===== config.mk =====
export PLATFORM = sky130hd
export DESIGN_NAME = icmi_top
export DESIGN_NICKNAME = d
export VERILOG_FILES = /design/src/common/icmi_pkg.sv /design/src/rtl/icmi_top.sv
export SDC_FILE = /design/constraint.sdc
export NUM_CORES = 1
export LEC_CHECK = 0
export BUFFER_PORTS_ARGS = -buffer_cell sky130_fd_sc_hd__buf_4
export CORE_MARGIN = 2
export CORE_UTILIZATION = 43
export CTS_BUF_LIST = sky130_fd_sc_hd__clkbuf_8
export DETAILED_ROUTE_END_ITERATION = 6
export PLACE_DENSITY = 0.7
export RECOVER_POWER = 25
export SLEW_MARGIN = 20
export SYNTH_ARGS = -nofsm -noshare
export SYNTH_HDL_FRONTEND = slang
export SYNTH_SLANG_ARGS = --single-unit

===== constraint.sdc =====
create_clock -name clk_sys -period 5.62 [get_ports clk_sys]
set_input_delay 0 -clock clk_sys [delete_from_list [all_inputs] [get_ports clk_sys]]
set_output_delay 0 -clock clk_sys [all_outputs]
set_load 0.01 [all_outputs]

===== src/common/icmi_pkg.sv =====
package icmi_pkg;

    // Register indices; the byte address is four times the index.
    localparam logic [15:0] SERIAL_CTRL_IDX = 16'hFF80;
    localparam logic [15:0] SLAVE_ADDR_IDX = 16'hFF81;
    localparam logic [15:0] SECOND_WRITE_IDX = 16'hFF82;
    localparam logic [15:0] READ_BYTE_IDX = 16'hFF83;
    localparam logic [15:0] FIRST_WRITE_IDX = 16'hFF84;
    localparam logic [15:0] MISC_IRQ_IDX = 16'hFF95;
    localparam logic [15:0] MISC_CLEAR_IDX = 16'hFF96;
    localparam logic [13:0] ADDR_TOP_ZERO = 14'h0000;
    localparam logic [1:0] ADDR_LOW_ZERO = 2'h0;

    // Control/status register fields.
    localparam int CTRL_LEN_BIT = 0;
    localparam int CTRL_GO_BIT = 1;
    localparam int CTRL_READ_BIT = 2;
    localparam int CTRL_NACK_BIT = 6;
    localparam int CTRL_BUSY_BIT = 7;

    // Combined interrupt control register fields.
    localparam int COMP_FLAG_BIT = 0;
    localparam int COMP_EN_BIT = 1;
    localparam int SERIAL_FLAG_BIT = 2;
    localparam int SERIAL_EN_BIT = 3;
    localparam int SUPPLY_FLAG_BIT = 4;
    localparam int SUPPLY_EN_BIT = 5;
    localparam logic [7:0] IRQ_EN_MASK = 8'h2A;

    localparam logic [7:0] BYTE_RESET = 8'h00;
    localparam logic [7:0] BYTE_RELEASED = 8'hFF;
    localparam logic [6:0] SLAVE_RESET = 7'h00;
    localparam logic [31:0] WORD_ZERO = 32'h00000000;

    // Serial timing: a bit is four quarter periods of 2500 ns (100 kHz).
    localparam int CLK_PERIOD_NS = 10;
    localparam int QUARTER_NS = 2500;
    localparam int QUARTER_CYCLES_INT = QUARTER_NS / CLK_PERIOD_NS;
    localparam logic [7:0] QUARTER_LAST = 8'(QUARTER_CYCLES_INT - 1);
    localparam logic [7:0] QCNT_ZERO = 8'h00;
    localparam logic [2:0] BIT_LAST = 3'h7;
    localparam logic [1:0] PHASE_FIRST = 2'h0;
    localparam logic [1:0] PHASE_SAMPLE = 2'h1;
    localparam logic [1:0] PHASE_MID = 2'h2;
    localparam logic [1:0] PHASE_LAST = 2'h3;
    localparam logic [1:0] IDX_ADDR = 2'h0;
    localparam logic [1:0] IDX_FIRST = 2'h1;
    localparam logic [1:0] IDX_SECOND = 2'h2;

    typedef enum logic [2:0] {
        ST_IDLE = 3'b000,
        ST_START = 3'b001,
        ST_BIT = 3'b010,
        ST_ACK = 3'b011,
        ST_STOP = 3'b100
    } icmi_state_type;

endpackage : icmi_pkg


===== src/rtl/icmi_top.sv =====
`timescale 1ns/10ps
module icmi_top import icmi_pkg::*; (
    // System
    input wire logic clk_sys,
    input wire logic rst,
    // AHB-Lite slave
    input wire logic hsel,
    input wire logic [31:0] haddr,
    input wire logic [1:0] htrans,
    input wire logic hwrite,
    input wire logic [2:0] hsize,
    input wire logic hready,
    input wire logic [31:0] hwdata,
    output logic [31:0] hrdata,
    output logic hreadyout,
    output logic hresp,
    // Event inputs
    input wire logic supply_fault_event,
    input wire logic comparator_event,
    // Serial pins, open drain
    input wire logic scl_in,
    output logic scl_out,
    output logic scl_oe,
    input wire logic sda_in,
    output logic sda_out,
    output logic sda_oe,
    // Interrupt
    output logic irq
);

    icmi_state_type state_reg;
    logic [1:0] phase_reg;
    logic [7:0] qcnt_reg;
    logic [2:0] bit_cnt_reg;
    logic [1:0] byte_idx_reg;
    logic [7:0] shift_reg;
    logic samp_reg;
    logic rx_byte_reg;
    logic nack_reg;
    logic len_reg;
    logic read_mode_reg;
    logic [6:0] slave_addr_reg;
    logic [7:0] first_write_reg;
    logic [7:0] second_write_byte_reg;
    logic [7:0] read_byte_reg;
    logic [7:0] misc_irq_control_reg;
    logic wr_pend_reg;
    logic [31:0] wr_addr_reg;

    logic addr_taken;
    logic quarter_end;
    logic step_end;
    logic busy;
    logic go;
    logic finish;
    logic [7:0] ctrl_read;
    logic [7:0] rd_mux;

    function automatic logic [31:0] byte_addr(input logic [15:0] idx);
        byte_addr = {ADDR_TOP_ZERO, idx, ADDR_LOW_ZERO};
    endfunction : byte_addr

    function automatic logic hit(input logic [15:0] idx);
        hit = wr_pend_reg && (wr_addr_reg == byte_addr(idx));
    endfunction : hit

    assign addr_taken = hsel && htrans[1] && hready;
    assign busy = (state_reg != ST_IDLE);
    assign quarter_end = (qcnt_reg == QUARTER_LAST);
    assign step_end = quarter_end && (phase_reg == PHASE_LAST);
    assign go = hit(SERIAL_CTRL_IDX) && hwdata[CTRL_GO_BIT] && !busy;
    assign finish = (state_reg == ST_STOP) && step_end;
    assign ctrl_read = {busy, nack_reg, 3'b000, read_mode_reg, 1'b0, len_reg};

    always_comb begin
        rd_mux = BYTE_RESET;
        case (haddr)
            byte_addr(SERIAL_CTRL_IDX): rd_mux = ctrl_read;
            byte_addr(SLAVE_ADDR_IDX): rd_mux = {1'b0, slave_addr_reg};
            byte_addr(SECOND_WRITE_IDX): rd_mux = second_write_byte_reg;
            byte_addr(READ_BYTE_IDX): rd_mux = read_byte_reg;
            byte_addr(FIRST_WRITE_IDX): rd_mux = first_write_reg;
            byte_addr(MISC_IRQ_IDX): rd_mux = misc_irq_control_reg;
            default: rd_mux = BYTE_RESET;
        endcase
    end

    // Zero wait states: read data is fetched in the address phase, so a
    // read right behind a write to the same register sees the old value.
    always_ff @(posedge clk_sys) begin
        if (rst) begin
            wr_pend_reg <= 1'b0;
            wr_addr_reg <= WORD_ZERO;
            hrdata <= WORD_ZERO;
            hreadyout <= 1'b0;
            hresp <= 1'b0;
        end else begin
            wr_pend_reg <= addr_taken && hwrite;
            wr_addr_reg <= haddr;
            hreadyout <= 1'b1;
            hresp <= 1'b0;
            if (addr_taken && !hwrite) begin
                hrdata <= {24'h000000, rd_mux};
            end
        end
    end

    // Software-owned configuration bytes.
    always_ff @(posedge clk_sys) begin
        if (rst) begin
            slave_addr_reg <= SLAVE_RESET;
            first_write_reg <= BYTE_RESET;
            second_write_byte_reg <= BYTE_RESET;
            len_reg <= 1'b0;
            read_mode_reg <= 1'b0;
        end else begin
            if (hit(SLAVE_ADDR_IDX)) begin
                slave_addr_reg <= hwdata[6:0];
            end
            if (hit(FIRST_WRITE_IDX)) begin
                first_write_reg <= hwdata[7:0];
            end
            if (hit(SECOND_WRITE_IDX)) begin
                second_write_byte_reg <= hwdata[7:0];
            end
            if (hit(SERIAL_CTRL_IDX) && !busy) begin
                len_reg <= hwdata[CTRL_LEN_BIT];
                read_mode_reg <= hwdata[CTRL_READ_BIT];
            end
        end
    end

    // Serial engine: every bit is four quarters; data is sampled at the end
    // of the second quarter and shifted in at the end of the fourth.
    always_ff @(posedge clk_sys) begin
        if (rst) begin
            state_reg <= ST_IDLE;
            phase_reg <= PHASE_FIRST;
            qcnt_reg <= QCNT_ZERO;
            bit_cnt_reg <= BIT_LAST;
            byte_idx_reg <= IDX_ADDR;
            shift_reg <= BYTE_RELEASED;
            samp_reg <= 1'b1;
            rx_byte_reg <= 1'b0;
            nack_reg <= 1'b0;
            read_byte_reg <= BYTE_RESET;
        end else if (go) begin
            state_reg <= ST_START;
            phase_reg <= PHASE_FIRST;
            qcnt_reg <= QCNT_ZERO;
            bit_cnt_reg <= BIT_LAST;
            byte_idx_reg <= IDX_ADDR;
            shift_reg <= {slave_addr_reg, hwdata[CTRL_READ_BIT]};
            rx_byte_reg <= 1'b0;
            nack_reg <= 1'b0;
        end else if (busy) begin
            qcnt_reg <= quarter_end ? QCNT_ZERO : 8'(qcnt_reg + 8'h01);
            if (quarter_end) begin
                phase_reg <= 2'(phase_reg + 2'h1);
            end
            if (quarter_end && phase_reg == PHASE_SAMPLE) begin
                samp_reg <= sda_in;
            end
            if (step_end) begin
                case (state_reg)
                    ST_START: state_reg <= ST_BIT;
                    ST_BIT: begin
                        shift_reg <= {shift_reg[6:0], samp_reg};
                        bit_cnt_reg <= 3'(bit_cnt_reg - 3'h1);
                        if (bit_cnt_reg == 3'h0) begin
                            state_reg <= ST_ACK;
                        end
                    end
                    ST_ACK: begin
                        bit_cnt_reg <= BIT_LAST;
                        if (rx_byte_reg) begin
                            read_byte_reg <= shift_reg;
                            state_reg <= ST_STOP;
                        end else if (samp_reg) begin
                            nack_reg <= 1'b1;
                            state_reg <= ST_STOP;
                        end else if (byte_idx_reg == IDX_ADDR) begin
                            byte_idx_reg <= IDX_FIRST;
                            state_reg <= ST_BIT;
                            if (read_mode_reg) begin
                                shift_reg <= BYTE_RELEASED;
                                rx_byte_reg <= 1'b1;
                            end else begin
                                shift_reg <= first_write_reg;
                            end
                        end else if (byte_idx_reg == IDX_FIRST && len_reg) begin
                            byte_idx_reg <= IDX_SECOND;
                            shift_reg <= second_write_byte_reg;
                            state_reg <= ST_BIT;
                        end else begin
                            state_reg <= ST_STOP;
                        end
                    end
                    ST_STOP: state_reg <= ST_IDLE;
                    default: state_reg <= ST_IDLE;
                endcase
            end
        end
    end

    // Pins follow the engine one cycle later; only low is ever driven.
    always_ff @(posedge clk_sys) begin
        if (rst) begin
            scl_out <= 1'b0;
            sda_out <= 1'b0;
            scl_oe <= 1'b0;
            sda_oe <= 1'b0;
        end else begin
            scl_out <= 1'b0;
            sda_out <= 1'b0;
            case (state_reg)
                ST_START: begin
                    scl_oe <= (phase_reg >= PHASE_MID);
                    sda_oe <= (phase_reg != PHASE_FIRST);
                end
                ST_BIT: begin
                    scl_oe <= phase_reg == PHASE_FIRST
                        || phase_reg == PHASE_LAST;
                    sda_oe <= !shift_reg[7];
                end
                ST_ACK: begin
                    scl_oe <= phase_reg == PHASE_FIRST
                        || phase_reg == PHASE_LAST;
                    sda_oe <= 1'b0;
                end
                ST_STOP: begin
                    scl_oe <= (phase_reg == PHASE_FIRST);
                    sda_oe <= (phase_reg <= PHASE_SAMPLE);
                end
                default: begin
                    scl_oe <= 1'b0;
                    sda_oe <= 1'b0;
                end
            endcase
        end
    end

    // Flags: a hardware set always wins over a clear in the same cycle.
    always_ff @(posedge clk_sys) begin
        if (rst) begin
            misc_irq_control_reg <= BYTE_RESET;
        end else begin
            if (hit(MISC_IRQ_IDX)) begin
                misc_irq_control_reg[SUPPLY_EN_BIT] <=
                    hwdata[SUPPLY_EN_BIT];
                misc_irq_control_reg[SERIAL_EN_BIT] <=
                    hwdata[SERIAL_EN_BIT];
                misc_irq_control_reg[COMP_EN_BIT] <=
                    hwdata[COMP_EN_BIT];
            end
            if (finish) begin
                misc_irq_control_reg[SERIAL_FLAG_BIT] <= 1'b1;
            end else if (go || (hit(MISC_CLEAR_IDX)
                    && hwdata[SERIAL_FLAG_BIT])) begin
                misc_irq_control_reg[SERIAL_FLAG_BIT] <= 1'b0;
            end
            if (supply_fault_event) begin
                misc_irq_control_reg[SUPPLY_FLAG_BIT] <= 1'b1;
            end else if (hit(MISC_CLEAR_IDX) && hwdata[SUPPLY_FLAG_BIT]) begin
                misc_irq_control_reg[SUPPLY_FLAG_BIT] <= 1'b0;
            end
            if (comparator_event) begin
                misc_irq_control_reg[COMP_FLAG_BIT] <= 1'b1;
            end else if (hit(MISC_CLEAR_IDX) && hwdata[COMP_FLAG_BIT]) begin
                misc_irq_control_reg[COMP_FLAG_BIT] <= 1'b0;
            end
        end
    end

    always_ff @(posedge clk_sys) begin
        if (rst) begin
            irq <= 1'b0;
        end else begin
            irq <= |((misc_irq_control_reg >> 1) & misc_irq_control_reg
                & (IRQ_EN_MASK >> 1));
        end
    end
endmodule : icmi_top


==> out/metrics.yaml, run 1 <==
cts-root-buf: "clkbuf_8"
drt-initial-drc-count: 335
floorplan.die_area_um2: 12900
place.gp.congestion: 0.811
die_height_um: 113
synth_warnings: 0
final_min_period_over_clock_period_pct: 56.9
ir_drop_v: 0.000183
dr.pass1.iters: 5
cell_types_with_the_largest_area_share_after_synthesis: "dfxtp_1, mux2i_1, nor2_1, nor2b_1, buf_4"
netlist.top_cell.by_area: "dfxtp_1"
syn2layout_area_growth_pct: 24.4
start_util_pct: 44.6
finalSetupViolations: 0
worst_ep_arrival_time_ns: 3.51
unrepaired_setup_endpoints_after_global_routing: "false"
cts.path.max_buffers: 2
post_cts.resized_instances: 0
cts_tree: "done"
number_of_cts_inserted_buffers: 17
slew_of_the_pin_with_the_lowest_slew_margin_ns: 1.10
timing_worst_setup_path_type: "reg -> reg"
p_leak_nw: 2.64
gr-usage-all-layers_pct: 21.9
hold_viol_final: 0
design.portCount: 117
wire_length_of_the_first_global_routing_pass_um: 21900
layout_min_cycle_time_ns: 3.20
synth-seq-area-share_pct: 43.9
report.final.slew_viol_count: 0
layout.nets: 744
synthCells: 557
outcome: "complete, no violations"
worst_slew_margin_rel_pct: 26.2
cts.clk_slew.worst_paths_ns: 0.06
postSynthAreaPerCell_um2: 9.25
number_of_flip_flops_under_the_largest_register_name: 32
whs_ns: 0.174
die_width_um: 113
fin_tns_setup_ns: 0
power.density_cell_area_nw_per_um2: 259
antenna_left: 0
synth_edf_count: 0
cp-startpoint: "wr_addr_reg[5]$_SDFF_PP0_"
grt_pass1_vias: 4394
timing.rr.start: "wr_addr_reg[5]$_SDFF_PP0_"
floorplan.rows: 39
worstHoldStart: "rst"
dominantRegCellSynth: "dfxtp_1"
cts_num_sinks: 113
critical_path.endpoint_type: "register"
synth.most_common_cell: "dfxtp_1"
ys_async_sr_fraction_pct: 0
netlist_area_um2: 5150
worst_hold_path_type: "in -> reg"
port-buffer-count: 60
remaining_drc_errors: 0
timing_limited_maximum_frequency_mhz: 313
route.vias.total: 4420
grt_antenna_before_repair: 1
grt_start_max_net_pins: 85
synth_top_cell_area_share_pct: 43.9
ys_seq_elements: 113
cp_data_required_time_ns: 5.93
worstSkewPairLatency_ns: 0.43
drt_wl_total_um: 13900
fin_worst_skew_ns: 0.00943
synthTopCellsByCount: "dfxtp_1, nor2_1, mux2i_1, nand2_1, nor2b_1"
clock_tree.htree_level_count: 4
core-area_um2: 11600
avgRoutedWirePerCell_um: 17.1
grt-ovfl-total: 0
vias_per_cell: 5.44
crit_fanout: 8
timing.critical_path.from_type: "register"
drive_above_1_share_pct: 15.6
place_hpwl_um: 8860
cap_viol_max_count: 0
yosys.cell_types.count: 55
area by class of cell:
type / count / area [um^2]
Sequential cell: 113 / 2260
Tap cell: 143 / 179
Multi-Input combinational cell: 403 / 2630
Clock inverter: 9 / 92.6
Fill cell: 979 / 5150
Clock buffer: 20 / 275
Timing Repair Buffer: 107 / 906
Inverter: 16 / 60.1
Antenna cell: 1 / 2.50
cells in the final DEF (no fill, tap or decap), drive strengths merged, types with 7 or more instances in the layout:
| cell | netlist | layout |
|---|---|---|
| nand3 | 7 | 7 |
| nor4 | 10 | 10 |
| nand4 | 8 | 8 |
| nor2 | 65 | 65 |
| nor3 | 14 | 14 |
| dfxtp | 113 | 113 |
| conb | 1 | 27 |
| nor2b | 38 | 38 |
| inv | 15 | 17 |
| nand2 | 39 | 39 |
| dlygate4sd3 | 0 | 47 |
| ha | 8 | 8 |
| clkbuf | 20 | 25 |
| buf | 31 | 55 |
| mux2i | 48 | 48 |
| or4 | 17 | 17 |
| o21ai | 34 | 34 |
| a21oi | 17 | 17 |
final timing paths:
path,cells past startpoint,slack [ns],to
max,6,2.42,misc_irq_control_reg[4]$_SDFFE_PP0P_
min,2,0.17,wr_addr_reg[22]$_SDFF_PP0_
max reg2reg,6,2.42,misc_irq_control_reg[4]$_SDFFE_PP0P_
min reg2reg,2,0.46,hrdata[6]$_SDFFE_PP0P_
what timing repair did:
item | CTS | global route
endpoints found under the hold margin | 70 | 0
hold buffers | 47 | 0
setup buffers | 0 | 0
routing by layer:
layer / part of all wire, % / vias to the layer above / global-route usage, %
li1: - / 2100 / -
met3: 5.3 / 23 / 5.58
met4: 1.8 / 0 / 8.21
met5: 0 / - / 0
met2: 51 / 156 / 38.1
met1: 42 / 2141 / 26.0
critical path, stage by stage (launching register included):
cell and delay, ns:
dfxtp_1 0.30, or4_1 0.50, or4_1 0.66, or4_1 0.69, o21ai_0 0.24, a21oi_1 0.10, dlygate4sd3_1 0.60
through the flow:
stage / cell area (um^2) / cells / util [%] / power, W / worst slack (ns)
floorplan: 5250 / 583 / - / 0.000893 / 3.31
global placement: 5580 / 735 / 48.2 / 0.000920 / 2.86
detailed placement: 5580 / 735 / 48.2 / 0.000922 / 2.73
CTS: 6420 / 811 / 55.5 / 0.00166 / 2.48
global route: 6410 / 812 / 55.4 / 0.00171 / 2.33
finish: 6410 / 812 / 55.4 / 0.00166 / 2.42
cell families after synthesis:
group,after synthesis,synth area share (%)
and+or+nand+nor,226,24.6
DFF,113,43.9
AOI/OAI and AO/OA,77,9.13
buffers and inverters,67,7.04
muxes,57,11.9
adders and majority gates,8,1.94
xor gates and xnor gates,8,1.36
other,1,0.0728
where the power goes:
part | internal (W) | switching [W] | total [W] | leakage [nW]
logic | 0.0000566 | 0.0000575 | 0.000114 | 1.52
registers | 0.000815 | 0.00000514 | 0.000820 | 0.920
clock network | 0.000414 | 0.000312 | 0.000727 | 0.202
(Power assumes the default switching activity.)
==> run 2: changes to the inputs <==
Clock period 5.62 ns to 3.2 ns, I/O delays scaled along.
==> out/metrics.yaml, run 2 (synthesis results as in run 1) <==
total_power_w: 0.00306
number_of_cts_inserted_buffers: 17
p_leak_nw: 2.67
detailedPlace.worstSlack_ns: 0.581
routed.top_layer: "met4"
cts_setup_buffers: 0
die_width_um: 113
final-instance-count-excl-fill: 827
timing_limited_maximum_frequency_mhz: 331
floorplan.rows: 39
drt_wl_total_um: 13400
cts-root-buf: "clkbuf_8"
layout.nets: 757
dr.pass1.iters: 5
final_min_period_over_clock_period_pct: 94.5
wl_met2_um: 6950
place_hpwl_um: 9100
remaining_drc_errors: 0
crit_fanout: 6
critical_path.endpoint_type: "register"
worst_ep_arrival_time_ns: 3.34
hold_viol_final: 0
clock_tree.htree_level_count: 4
antenna_left: 0
route.vias.total: 4451
layout_commonest_cell: "dfxtp_1"
grt_antenna_before_repair: 0
place.gp.congestion: 0.808
syn2layout_area_growth_pct: 26.7
gr-usage-all-layers_pct: 21.4
timing_worst_setup_path_type: "reg -> reg"
worst_slew_margin_rel_pct: 44.0
power.density_cell_area_nw_per_um2: 469
n_antenna_cell: 0
cap_viol_max_count: 0
cp_data_required_time_ns: 3.51
worstSkewPairLatency_ns: 0.43
grt_start_max_net_pins: 82
start_util_pct: 44.6
die_height_um: 113
slew_of_the_pin_with_the_lowest_slew_margin_ns: 0.834
finalSetupViolations: 0
routed-wl-met3_um: 642
dpl.cell_count: 748
drive_above_1_share_pct: 16.5
ir_drop_v: 0.000302
grt-ovfl-total: 0
outcome: "complete, no violations"
report.final.slew_viol_count: 0
port-buffer-count: 60
wire_length_of_the_first_global_routing_pass_um: 21600
grt_pass1_vias: 4275
cts.path.max_buffers: 2
floorplan.die_area_um2: 12900
fin_tns_setup_ns: 0
cts.clk_slew.worst_paths_ns: 0.07
core-area_um2: 11600
layout_min_cycle_time_ns: 3.02
worst_hold_path_type: "in -> reg"
postLayoutSetupSlackWorst_ns: 0.175
drt-initial-drc-count: 363
cts_tree: "done"
avgRoutedWirePerCell_um: 16.3
fin_worst_skew_ns: 0.0103
timing.critical_path.from_type: "register"
design.portCount: 117
number_of_flip_flops_under_the_largest_register_name: 32
vias_per_cell: 5.38
most-common-layout-cells: "dfxtp_1, nor2_1, buf_4, mux2i_1, dlygate4sd3_1"
unrepaired_setup_endpoints_after_global_routing: "false"
route.layer.met1.wl_um: 5620
cts_num_sinks: 113
## run 2: layout make-up
class                           count  area [um^2]
Clock buffer                       18          248
Multi-Input combinational cell    403         2630
Timing Repair Buffer              120          970
Tap cell                          143          179
Sequential cell                   113         2260
Fill cell                         990         5040
Clock inverter                     14          180
Inverter                           16         60.1
## run 2: path summary, 6_finish.rpt
| path | start | to | slack (ns) | cells after the start |
|---|---|---|---|---|
| worst max register to register | wr_addr_reg[24]$_SDFF_PP0_ | misc_irq_control_reg[4]$_SDFFE_PP0P_ | 0.18 | 7 |
| worst min register to register | hrdata[6]$_SDFFE_PP0P_ | hrdata[6]$_SDFFE_PP0P_ | 0.45 | 2 |
| worst max-delay path | wr_addr_reg[24]$_SDFF_PP0_ | misc_irq_control_reg[4]$_SDFFE_PP0P_ | 0.18 | 7 |
| worst min-delay path | htrans[1] | hrdata[0]$_SDFFE_PP0P_ | 0.19 | 5 |
## run 2: through the flow
| stage | utilization, % | instance area (um^2) | hold slack, ns |
|---|---|---|---|
| final | 56.5 | 6530 | 0.193 |
| after CTS | 56.8 | 6570 | 0.170 |
| after global routing | 56.5 | 6530 | 0.211 |
| after global placement | 49.1 | 5680 | 0.224 |
| after floorplan | - | 5250 | 0.122 |
| after detailed placement | 49.1 | 5680 | 0.223 |
## run 2: per-layer routing
metal	GRT usage, %	up-vias
li1	-	2134
met1	26.0	2131
met2	37.9	163
met3	4.84	23
met4	6.26	0
met5	0	-
## run 2: repair_timing
action                                  CTS  global route
gates resized for setup                   0             1
endpoints found under the setup margin    0             1
hold buffers                             47             0
endpoints found under the hold margin    71             0
## run 2: where the power goes
group	switching (W)	internal, W	leakage [nW]
Sequential	0.00000968	0.00143	0.920
Clock	0.000623	0.000802	0.210
Combinational	0.0000979	0.000102	1.54
## run 2: critical path, cell delays in order, from the launching register on
cell	delay, ns
dfxtp_1	0.30
or4_1	0.56
or3_1	0.43
buf_4	0.20
or4_4	0.56
o21ai_0	0.18
a21oi_1	0.09
dlygate4sd3_1	0.59
==> run 3: changes to the inputs <==
Settings changed: BUFFER_PORTS_ARGS -buffer_cell sky130_fd_sc_hd__buf_4 to default, CORE_UTILIZATION 43 to 65, CTS_CLUSTER_DIAMETER from default to 120, DONT_BUFFER_PORTS from default to 1, PLACE_DENSITY 0.7 to 0.85.
==> out/metrics.yaml, run 3 (synthesis results as in run 1) <==
whs_ns: -0.00233
grt_use_met1_pct: 39.5
report.final.slew_viol_count: 0
slew_of_the_pin_with_the_lowest_slew_margin_ns: 0.910
design.portCount: 117
failed_checks: "DRC, hold timing"
start_util_pct: 67.0
timing_worst_setup_path_type: "reg -> reg"
antenna_left: 0
p_seq_share_pct: 47.4
cts-root-buf: "clkbuf_8"
cts_tree: "done"
core-area_um2: 7690
floorplan.die_area_um2: 8660
critical_path.endpoint_type: "register"
max_stage_delay_ns: 0.58
die_width_um: 93.0
clockPowerShare_pct: 47.4
wire_length_of_the_first_global_routing_pass_um: 23900
crit_path_cell_trace: "or4_1 > or3_1 > buf_4 > nor4_4 > buf_4 > mux2i_1 > nor2_1 > dlygate4sd3_1"
ir_drop_v: 0.000386
unrepaired_setup_endpoints_after_global_routing: "false"
most-common-layout-cells: "dfxtp_1, nor2_1, dlygate4sd3_1, mux2i_1, nand2_1"
timing.critical_path.from_type: "register"
gr-max-usage-layer: "met2"
post_cts.resized_instances: 0
remaining_drc_errors: 2
worst_r2r_endpoint: "first_write_reg[4]$_SDFFE_PP0P_"
dr.pass1.iters: 7
port-buffer-count: 0
hold_viol_final: 1
die_height_um: 93.0
number_of_flip_flops_under_the_largest_register_name: 32
route.vias.total: 4678
worst_hold_path.num_cells: 3
layout_commonest_cell: "dfxtp_1"
layout_min_cycle_time_ns: 3.01
grt_antenna_before_repair: 0
worstHoldStart: "haddr[2]"
cts_num_sinks: 113
finalSetupViolations: 0
cts.path.max_buffers: 2
grt_pass1_vias: 4628
crit_fanout: 8
reg2regPathDepth: 8
drt_wl_total_um: 15600
number_of_cts_inserted_buffers: 17
use_met2_pct: 61.2
drive_above_1_share_pct: 10.3
combPwrFrac_pct: 5.1
syn2layout_area_growth_pct: 19.0
drt-initial-drc-count: 414
power.switching_fraction_pct: 25.1
final_cell_area_um2: 6130
power_report.internal_total_w: 0.00228
grt_start_max_net_pins: 85
cp_data_required_time_ns: 3.54
min_delay_worst_endpoint: "hrdata[3]$_SDFFE_PP0P_"
p_leak_nw: 2.46
worstSkewPairLatency_ns: 0.45
cts.clk_slew.worst_paths_ns: 0.08
dpl.cell_count: 647
place.gp.congestion: 0.848
clock_tree.htree_level_count: 4
grt.met3_usage_pct: 13.1
fin_tns_setup_ns: 0
n_antenna_cell: 0
regToRegSetupSlack_ns: 0.19
layout.nets: 702
worst_slew_margin_rel_pct: 38.8
place_hpwl_um: 8090
timing.rr.start: "wr_addr_reg[24]$_SDFF_PP0_"
cap_viol_max_count: 0
power.density_cell_area_nw_per_um2: 496
worst_hold_path_type: "in -> reg"
worst_ep_arrival_time_ns: 3.35
floorplan.rows: 32
final-instance-count-excl-fill: 731
critical_path.slowest_cell: "or4_1"
avgRoutedWirePerCell_um: 21.3
cts_setup_buffers: 0
detailed_place.area_um2: 5170
final_min_period_over_clock_period_pct: 94.2
vias_per_cell: 6.40
gr-usage-all-layers_pct: 36.7
netSwitchingPower_w: 0.000765
grt-ovfl-total: 0
outcome: "finished, violations left"
most_repeated_library_cell_on_the_critical_path: "buf_4"
fin_worst_skew_ns: 0.0160
timing_limited_maximum_frequency_mhz: 332
==> run 3: power groups by stage <==
stage	sequential [W]	clock [W]	combinational [W]
2_1_floorplan	0.00147	0	0.0000999
3_3_place_gp	0.00147	0	0.0000666
3_5_place_dp	0.00147	0	0.0000689
4_1_cts	0.00144	0.00141	0.000146
5_1_grt	0.00144	0.00150	0.000165
6_report	0.00144	0.00144	0.000157
==> run 3: how the worst max path moves through the flow <==
stage / startpoint / endpoint / cells past startpoint
detailed placement: wr_addr_reg[5]$_SDFF_PP0_ / shift_reg[6]$_SDFFE_PP1P_ / 5
finish: wr_addr_reg[24]$_SDFF_PP0_ / first_write_reg[4]$_SDFFE_PP0P_ / 8
floorplan: wr_addr_reg[5]$_SDFF_PP0_ / qcnt_reg[7]$_SDFFE_PP0N_ / 7
global route: wr_addr_reg[24]$_SDFF_PP0_ / first_write_reg[4]$_SDFFE_PP0P_ / 8
CTS: wr_addr_reg[24]$_SDFF_PP0_ / first_write_reg[4]$_SDFFE_PP0P_ / 8
global placement: wr_addr_reg[5]$_SDFF_PP0_ / shift_reg[3]$_SDFFE_PP1P_ / 5
==> run 3: final cells by class <==
class	instances	area (um^2)
clock inverters	15	186
clock buffers	17	234
inverters	16	60.1
flip-flops and latches	113	2260
multi-input cells	403	2630
well taps	102	128
repair buffers	65	636
fillers	439	1560
==> run 3: repair_timing <==
item / in CTS / in global routing
hold buffers: 52 / 0
hold endpoints to repair: 97 / 0
endpoints found under the setup margin: 0 / 0
==> run 3: layer usage <==
metal,vias up,share of wire (%)
met5,-,0
met4,0,7.2
met1,2195,34
met2,357,49
li1,2025,-
met3,101,10
==> run 3: stage by stage <==
step	total power (W)	utilization, %	setup WS, ns
6_report	0.00304	79.8	0.186
5_1_grt	0.00311	79.8	0.116
4_1_cts	0.00299	79.8	0.304
3_5_place_dp	0.00154	67.3	0.710
3_3_place_gp	0.00154	67.3	0.721
2_1_floorplan	0.00157	-	0.885
==> run 3: critical path, delay by kind of cell (launching register included) <==
family	cells	cell delay, ns
multiplexers	1	0.21
flip-flops	1	0.31
AND/OR/NAND/NOR	4	1.36
buffers and inverters	3	1.03
